**config.mk**
```make
export PLATFORM = sky130hd
export DESIGN_NAME = sdf_filter
export DESIGN_NICKNAME = d
export VERILOG_FILES = /design/src/verilog/sdf_pkg.sv /design/src/verilog/sdf_cic_stage.sv /design/src/verilog/sdf_filter.sv
export SDC_FILE = /design/constraint.sdc
export NUM_CORES = 2
export LEC_CHECK = 0
export BUFFER_PORTS_ARGS = -buffer_cell sky130_fd_sc_hd__buf_4
export CORE_ASPECT_RATIO = 0.9
export CORE_UTILIZATION = 63
export DETAILED_ROUTE_END_ITERATION = 8
export PLACE_DENSITY = 0.89
export SYNTH_ARGS = -nofsm -noshare
export SYNTH_HDL_FRONTEND = slang
export SYNTH_SLANG_ARGS = --single-unit
```
**constraint.sdc**
```tcl
create_clock -name clock -period 18.2 [get_ports clock]
set_input_delay 2.73 -clock clock [delete_from_list [all_inputs] [get_ports clock]]
set_output_delay 2.73 -clock clock [all_outputs]
set_load 0.05 [all_outputs]
```
**src/verilog/sdf_pkg.sv**
```systemverilog
// constants and types shared by the decimation filter modules
package sdf_pkg;

  // modulator strobe runs at master clock / MOD_DIV
  localparam int MOD_DIV = 2;

  // log2 of the oversampling ratio
  localparam logic [3:0] LOG_TURBO = 4'h6;
  localparam logic [3:0] LOG_BASE = 4'h7;
  localparam logic [3:0] LOG_SINC3_MAX = 4'ha;
  localparam logic [3:0] LOG_MAX = 4'he;

  // all paths are scaled so that full scale equals 2**NORM_LOG
  localparam logic [5:0] NORM_LOG = 6'h1e;
  localparam logic [5:0] SINC3_ORDER = 6'h03;
  localparam logic [31:0] MIDSCALE = 32'h2000_0000;

  // widths
  localparam int ACC_W = 32;
  localparam int POST_W = 35;
  localparam int FAST_W = 15;
  localparam int SETTLE_W = 17;

  // settling intervals in master clock periods, ratios 64 to 1024
  localparam logic [16:0] SETTLE_64 = 17'h0_02d8;
  localparam logic [16:0] SETTLE_128 = 17'h0_0358;
  localparam logic [16:0] SETTLE_256 = 17'h0_0458;
  localparam logic [16:0] SETTLE_512 = 17'h0_0658;
  localparam logic [16:0] SETTLE_1024 = 17'h0_0a58;

  // cycles data_ready_n stays low after each sample
  localparam logic [2:0] DATA_READY_N_LOW_CYCLES = 3'h4;

  // reset values
  localparam logic [31:0] RESET_SAMPLE = 32'h0000_0000;
  localparam logic [16:0] RESET_SETTLE = 17'h0_0000;

  // output path selection, gray coded along the startup sequence
  typedef enum logic [1:0] {
    SDF_FAST_FIRST = 2'b00,
    SDF_FAST_SECOND = 2'b01,
    SDF_SINC3 = 2'b11
  } sdf_path_t;

endpackage
```
**src/verilog/sdf_cic_stage.sv**
```systemverilog
// one integrator or comb stage of the sinc3 chain
module sdf_cic_stage #(
  parameter int W = 32,
  parameter bit IS_COMB = 1'b0
) (
  input wire logic clock, // master clock
  input wire logic rst_n, // synchronous reset, active low
  input wire logic clr, // restart, clears the stage
  input wire logic en, // stage advances on this cycle
  input wire logic [W-1:0] din, // stage input
  output logic [W-1:0] dout // stage output, registered
);

  typedef struct packed {
    logic [W-1:0] acc;
    logic [W-1:0] dly;
  } sdf_stage_t;

  sdf_stage_t st;
  sdf_stage_t next_st;

  always_comb begin
    next_st = st;
    if (clr) begin
      next_st = '0;
    end else if (en) begin
      if (IS_COMB) begin
        // wrapping difference recovers the windowed sum
        next_st.acc = din - st.dly;
        next_st.dly = din;
      end else begin
        next_st.acc = st.acc + din;
      end
    end
  end

  always_ff @(posedge clock) begin
    if (!rst_n) begin
      st <= '0;
    end else begin
      st <= next_st;
    end
  end

  assign dout = st.acc;

endmodule

```
**src/verilog/sdf_filter.sv**
```systemverilog
// sinc decimation filter: fast-settling sinc1, sinc3 and sinc3 + sinc1

// Behaviour
// the modulator strobe and input bit rate are the master clock over two.
// one sample is produced per ratio count of modulator bits.
// the ratio comes from a three-bit select, turbo forces ratio 64.
// nine ratios are supported, the powers of two from 64 to 16384.
// after reset samples come from the first-order fast-settling path.
// after two conversions the sinc3 path is used until the next reset.
// ratios 64 to 1024 pass the sinc3 output straight to the output.
// ratios 2048 and up run sinc3 at 1024 then a sinc1 of 2 to 16.
// enabling, input or gain change, or resync restarts settling.
// samples keep coming while settling, never blanked or flagged.
// the host tracks settling itself and drops unsettled samples.
// settling is 728, 856, 1112, 1624, 2648 clocks for 64 to 1024.
// settling is 4696, 8792, 16984, 33368 clocks for 2048 to 16384.
// the first data ready fall after settling ends marks a good sample.
// select codes 0 to 7 map to ratios 128 to 16384, turbo gives 64.
// a ratio change restarts accumulators and counting like a resync.
module sdf_filter #(
  parameter logic [16:0] SETTLE_2048 = 17'h0_1258, // 4696 clocks
  parameter logic [16:0] SETTLE_4096 = 17'h0_2258, // 8792 clocks
  parameter logic [16:0] SETTLE_8192 = 17'h0_4258, // 16984 clocks
  parameter logic [16:0] SETTLE_16384 = 17'h0_8258 // 33368 clocks
) (
  input wire logic clock, // master clock, 100 MHz
  input wire logic rst_n, // synchronous reset, active low
  input wire logic modulator_bit, // modulator output, on clock domain
  input wire logic [2:0] decimation_ratio_sel, // ratio select code
  input wire logic turbo_ratio_enable, // forces ratio 64
  input wire logic channel_enable, // channel runs while high
  input wire logic [1:0] input_sel, // channel input selector
  input wire logic [2:0] gain_sel, // channel gain setting
  input wire logic resync, // one-cycle resynchronization pulse
  output logic modulator_clock, // modulator clock, master / 2
  output logic [31:0] sample_data, // signed sample, full scale 2**29
  output logic sample_valid, // one-cycle pulse per sample
  output logic data_ready_n, // low for a few cycles per sample
  output logic fast_path_active, // sample came from fast path
  output logic [16:0] settle_cycles_left // settling clocks remaining
);

  typedef struct packed {
    logic phase;
    logic [13:0] bits;
    logic [47:0][31:0] hist;
    logic [31:0] s3;
    logic [sdf_pkg::POST_W-1:0] post_acc;
    logic [sdf_pkg::FAST_W-1:0] fast_acc;
    logic [sdf_pkg::FAST_W-1:0] fast_hold;
    logic sinc3_due;
    logic conv_due;
    sdf_pkg::sdf_path_t path;
    logic [sdf_pkg::SETTLE_W-1:0] settle;
    logic [31:0] sample;
    logic valid;
    logic fast_out;
    logic [2:0] data_ready_n_cnt;
    logic [3:0] prev_log;
    logic prev_en;
    logic [1:0] prev_sel;
    logic [2:0] prev_gain;
  } sdf_state_t;

  sdf_state_t st;
  sdf_state_t next_st;

  logic [3:0] ratio_log;
  logic [3:0] sinc3_log;
  logic [3:0] post_log;
  logic [9:0] cnt3_last;
  logic [3:0] post_last;
  logic tick;
  logic run;
  logic dec3;
  logic conv_edge;
  logic restart;
  logic [4:0] sinc3_shift;
  logic [4:0] fast_shift;
  logic [31:0] sinc3_norm;
  logic [sdf_pkg::POST_W-1:0] post_sum;
  logic [31:0] post_val;
  logic [31:0] fast_val;
  logic [31:0] out_val;
  logic [sdf_pkg::FAST_W-1:0] fast_closed;
  logic [sdf_pkg::SETTLE_W-1:0] settle_load;

  logic [sdf_pkg::ACC_W-1:0] int_in [0:2];
  logic [sdf_pkg::ACC_W-1:0] int_out [0:2];
  logic snap;
  logic [5:0] lag1;
  logic [5:0] lag2;
  logic [5:0] lag3;
  logic [31:0] h1;
  logic [31:0] h2;
  logic [31:0] h3;
  logic [31:0] hd;
  logic [31:0] sinc3_raw;

  // ratio decode: turbo overrides the select code
  always_comb begin
    if (turbo_ratio_enable) begin
      ratio_log = sdf_pkg::LOG_TURBO;
    end else begin
      ratio_log = sdf_pkg::LOG_BASE + {1'b0, decimation_ratio_sel};
    end
    // sinc3 never decimates beyond 1024
    if (ratio_log > sdf_pkg::LOG_SINC3_MAX) begin
      sinc3_log = sdf_pkg::LOG_SINC3_MAX;
    end else begin
      sinc3_log = ratio_log;
    end
    post_log = ratio_log - sinc3_log;
  end

  assign cnt3_last = 10'((11'h001 << sinc3_log) - 11'h001);
  assign post_last = 4'((5'h01 << post_log) - 5'h01);

  // settling interval for the current ratio
  always_comb begin
    case (ratio_log)
      4'h6: settle_load = sdf_pkg::SETTLE_64;
      4'h7: settle_load = sdf_pkg::SETTLE_128;
      4'h8: settle_load = sdf_pkg::SETTLE_256;
      4'h9: settle_load = sdf_pkg::SETTLE_512;
      4'ha: settle_load = sdf_pkg::SETTLE_1024;
      4'hb: settle_load = SETTLE_2048;
      4'hc: settle_load = SETTLE_4096;
      4'hd: settle_load = SETTLE_8192;
      4'he: settle_load = SETTLE_16384;
      default: settle_load = SETTLE_16384;
    endcase
  end

  // one modulator bit every second master clock
  assign tick = st.phase;
  assign run = tick & channel_enable;
  // decimation points sit on a free count of bits, so a restart keeps them
  assign dec3 = run & ((st.bits[9:0] & cnt3_last) == cnt3_last);
  assign conv_edge = dec3
    & ((st.bits[13:10] & post_last) == post_last);
  assign snap = run & (st.bits[5:0] == 6'h3f);

  assign restart = (channel_enable & ~st.prev_en)
    | (input_sel != st.prev_sel)
    | (gain_sel != st.prev_gain)
    | resync
    | (ratio_log != st.prev_log);

  // sinc3: integrators at the bit rate, combs from snapshots every 64 bits
  assign int_in[0] = {{(sdf_pkg::ACC_W-1){1'b0}}, modulator_bit};
  assign int_in[1] = int_out[0];
  assign int_in[2] = int_out[1];

  genvar gi;
  generate
    for (gi = 0; gi < 3; gi++) begin : g_stage
      sdf_cic_stage #(
        .W(sdf_pkg::ACC_W),
        .IS_COMB(1'b0)
      ) u_int (
        .clock(clock),
        .rst_n(rst_n),
        .clr(1'b0), // history must survive a restart to settle in time
        .en(run),
        .din(int_in[gi]),
        .dout(int_out[gi])
      );
    end
  endgenerate

  // third difference over lags of one, two and three sinc3 windows
  assign lag1 = (6'h01 << (sinc3_log - 4'h6)) - 6'h01;
  assign lag2 = {lag1[4:0], 1'b1};
  assign lag3 = lag1 + lag2 + 6'h01;
  assign h1 = st.hist[lag1];
  assign h2 = st.hist[lag2];
  assign h3 = st.hist[lag3];
  assign hd = h2 - h1;
  assign sinc3_raw = int_out[2] - h3 + (hd << 1) + hd;

  // scale every path to the same full scale of 2**30
  assign sinc3_shift = 5'(sdf_pkg::NORM_LOG
    - 6'(sdf_pkg::SINC3_ORDER * {2'b00, sinc3_log}));
  assign fast_shift = 5'(sdf_pkg::NORM_LOG - {2'b00, ratio_log});
  assign sinc3_norm = st.s3 << sinc3_shift;
  assign post_sum = st.post_acc + {3'b000, sinc3_norm};
  // sinc1 after sinc3 averages 2 to 16 decimated values
  assign post_val = 32'(post_sum >> post_log);
  assign fast_val = {17'h0_0000, st.fast_hold} << fast_shift;
  assign fast_closed = st.fast_acc + {14'h0000, modulator_bit};

  always_comb begin
    if (st.path == sdf_pkg::SDF_SINC3) begin
      out_val = post_val;
    end else begin
      out_val = fast_val;
    end
  end

  always_comb begin
    next_st = st;
    next_st.phase = ~st.phase;
    next_st.prev_log = ratio_log;
    next_st.prev_en = channel_enable;
    next_st.prev_sel = input_sel;
    next_st.prev_gain = gain_sel;
    next_st.valid = 1'b0;
    if (st.data_ready_n_cnt != 3'h0) begin
      next_st.data_ready_n_cnt = st.data_ready_n_cnt - 3'h1;
    end
    if (st.settle != sdf_pkg::RESET_SETTLE) begin
      next_st.settle = st.settle - 17'h0_0001;
    end

    if (run) begin
      next_st.bits = st.bits + 14'h0001;
      if (snap) begin
        next_st.hist = {st.hist[46:0], int_out[2]};
      end
      if (conv_edge) begin
        next_st.fast_hold = fast_closed;
        next_st.fast_acc = '0;
      end else begin
        next_st.fast_acc = fast_closed;
      end
    end
    if (dec3) begin
      next_st.s3 = sinc3_raw;
    end
    // the sinc3 value is registered one cycle after the decimation strobe
    next_st.sinc3_due = dec3;
    next_st.conv_due = conv_edge;
    if (st.sinc3_due) begin
      if (st.conv_due) begin
        next_st.post_acc = '0;
      end else begin
        next_st.post_acc = post_sum;
      end
    end
    if (st.conv_due) begin
      // issued whether or not the filter has settled
      next_st.sample = out_val - sdf_pkg::MIDSCALE;
      next_st.valid = 1'b1;
      next_st.data_ready_n_cnt = sdf_pkg::DATA_READY_N_LOW_CYCLES;
      next_st.fast_out = (st.path != sdf_pkg::SDF_SINC3);
      case (st.path)
        sdf_pkg::SDF_FAST_FIRST: begin
          next_st.path = sdf_pkg::SDF_FAST_SECOND;
        end
        sdf_pkg::SDF_FAST_SECOND: begin
          next_st.path = sdf_pkg::SDF_SINC3;
        end
        sdf_pkg::SDF_SINC3: begin
          next_st.path = sdf_pkg::SDF_SINC3;
        end
        default: begin
          next_st.path = sdf_pkg::SDF_FAST_FIRST;
        end
      endcase
    end

    if (restart) begin
      // path, history and bit count survive: the sinc3 settles from old data
      next_st.settle = settle_load;
      next_st.post_acc = '0;
      next_st.fast_acc = '0;
    end
  end

  always_ff @(posedge clock) begin
    if (!rst_n) begin
      st <= '0;
      st.path <= sdf_pkg::SDF_FAST_FIRST;
      st.sample <= sdf_pkg::RESET_SAMPLE;
      st.settle <= sdf_pkg::RESET_SETTLE;
    end else begin
      st <= next_st;
    end
  end

  assign modulator_clock = st.phase;
  assign sample_data = st.sample;
  assign sample_valid = st.valid;
  assign data_ready_n = (st.data_ready_n_cnt == 3'h0);
  assign fast_path_active = st.fast_out;
  assign settle_cycles_left = st.settle;

endmodule

```
==> flow_metrics.tcl <==
set metrics [dict create \
    postSynthAreaPerCell_um2 8.28 \
    relSlewSlack_pct 11.3 \
    clock_latency_ns 0.85 \
    cts-resized-gates 0 \
    ioPinCount 67 \
    hold_buffers 0 \
    nNetsFinal 10963 \
    post-route-util_pct 68.1 \
    synth_top_area_share_pct 38.8 \
    ys_seq_area_share_pct 38.8 \
    grt_usage_pct 33.0 \
    slew_viol_final 0 \
    die_width_um 408 \
    detailedPlacementHpwl_mm 161 \
    ir_drop_uv 121 \
    core_mm2 0.147 \
    fmax_mhz 66.4 \
    drc 0 \
    syn2layout_area_growth_pct 6.92 \
    synthCells 11273 \
    critPathRequiredTime_ns 18.93 \
    overflow 0 \
    wl_per_cell_um 20.0 \
    cts_setup_buffers 0 \
    cts_buffers 177 \
    via_per_inst 6.46 \
    cp.arrival_ns 15.80 \
    cts_tree "yes" \
    async_flop_share_pct 0 \
    numPortBuffers 66 \
    antenna_cells 0 \
    die_y_um 367 \
    critPathTopFamily "compound AO/OA/AOI/OAI gates" \
    ys_warn_count 0 \
    final-setup-viol-count 0 \
    synth_flop_cell "dfxtp_1" \
    antenna_found_initial 2 \
    drive_above_1_share_pct 9.63 \
    clk_pin_slew_worst_paths_ns 0.06 \
    period_needed_ns 15.07 \
    dpl.cell_count 12486 \
    wirelength_mm 256 \
    fin_skew_ns 0.0521 \
    grt_start_max_net_pins 258 \
    clockBufferDepth 3 \
    globalplace.congestion 0.956 \
    die_area_mm2 0.150 \
    cp.buffers_inverters 6 \
    p_total_mw 9.66 \
    ys_types 85 \
    start_util_pct 63.7 \
    grt_pass1_vias 77522 \
    syn_area_mm2 0.0934 \
    ant_nets 0 \
    critical_path_class "primary input to flop" \
    cts_sinks 1812 \
    via_count 82788 \
    worst_setup_path_end_kind "flop" \
    htreeDepth 4 \
    ys_seq_elements 1812 \
    crit_fanout 67 \
    hold_violations 0 \
    yosys.area.top_type "dfxtp_1" \
    critical-path-max-stage-delay_ns 0.86 \
    synthTopCellsByArea "dfxtp_1 39%, nand2_1 14%, mux4_2 12%" \
    hold_slack_ns 0.455 \
    timing.critical_path.mode_cell "ha_1" \
    final_cell_mix "3,558 x nand2_1, 1,898 x a21oi_1, 1,812 x dfxtp_1, 494 x mux4_2, 375 x nor2_1" \
    firstDrtPassIters 8 \
    rsz0062_at_grt "false" \
    fin_tns_setup_ns 0 \
    grt_pass1_wl_mm 408 \
    drt_iter0_drc 11769 \
    status "finished clean" \
    worstMarginPinSlew_ns 1.29 \
    crit_path_top_delay_cell "buf_4" \
    start_kind "primary input" \
    final_common_cell "nand2_1" \
    p_leak_nw 34.4 \
    hold_class "flop to flop" \
    power_density_mw_per_mm2 96.7 \
    fin_cells 12811 \
    cts_root_buf "clkbuf_16" \
    synth_edf_count 0 \
    num_rows 133 \
    post-route-period-util_pct 82.8 \
    max_cap_violations 0 \
]
==> kinds of logic after synthesis <==
kind of cell | count (synthesis) | share of synthesized area (%)
other | 1 | 0.00402
xor gates and xnor gates | 195 | 1.85
DFF | 1812 | 38.8
AOI/OAI and AO/OA | 2716 | 16.6
and+or+nand+nor | 4406 | 18.9
adders and majority gates | 241 | 3.76
buffers and inverters | 1069 | 4.52
muxes | 833 | 15.6
==> cell usage after synthesis, types with 65 or more instances <==
cell and instances:
xnor2_1 112, nand3_1 96, fa_1 66, clkbuf_1 772, mux4_2 494, nor3_1 65, a21oi_1 1899, dfxtp_1 1812
buf_1 85, o21ai_0 154, nand2_1 3561, xor2_1 81, a31oi_1 76, a211oi_1 94, ha_1 175, mux2i_1 304
a21o_1 85, inv_1 144, nor2_1 377
==> where the power goes <==
group / switching (mW) / internal (mW)
clock network: 1.64 / 2.19
logic: 1.12 / 0.722
registers: 0.00651 / 3.97
==> sequential cells by signal, indices dropped and copies added, names as in the netlist <==
signal,flops
sample_data,32
fast_path_active,1
st,1664
sample_valid,1
modulator_clock,1
g_stage.u_int.dout,96
settle_cycles_left,17
==> metrics by stage <==
stage	setup slack (ns)	area, um^2
global route	2.37	99900
finish	3.13	99900
global placement	2.85	93800
CTS	3.39	99900
floorplan	4.66	93400
detailed placement	2.59	93800
==> final timing paths <==
path,from,end,slack [ns],depth (start not counted)
worst min register to register,st[1481],st[1513],0.45,2
worst min-delay path,st[1481],st[1513],0.45,2
worst max register to register,st[262],st[164],9.82,29
worst max-delay path,turbo_ratio_enable,st[164],3.13,36
==> per-layer routing <==
layer  part of all wire, %  up-vias  global-route usage, %
li1                      -    37879                      -
met1                    39    39721                   43.5
met2                    46     4374                   51.7
met3                   9.4      810                   6.28
met4                   4.9        4                   16.8
met5                0.0090        -                      0
==> worst register-to-register path: cells and delay by family (launching register included) <==
family	cells	cell delay (ns)
adder cells (fa/ha/maj)	4	1.57
AO/OA/AOI/OAI	14	4.19
buffers and inverters	2	0.17
XOR/XNOR	3	0.67
AND/OR/NAND/NOR	5	0.84
multiplexers	1	0.48
flip-flops	1	0.36
==> layout make-up <==
class / instances / area [um^2]
Sequential cell: 1812 / 36300
Inverter: 148 / 567
Tap cell: 1957 / 2450
Clock inverter: 71 / 920
Timing Repair Buffer: 176 / 1430
Multi-Input combinational cell: 8393 / 53100
Clock buffer: 254 / 5170
Fill cell: 10636 / 46700
No activity file was read; power rests on OpenSTA's default activity.
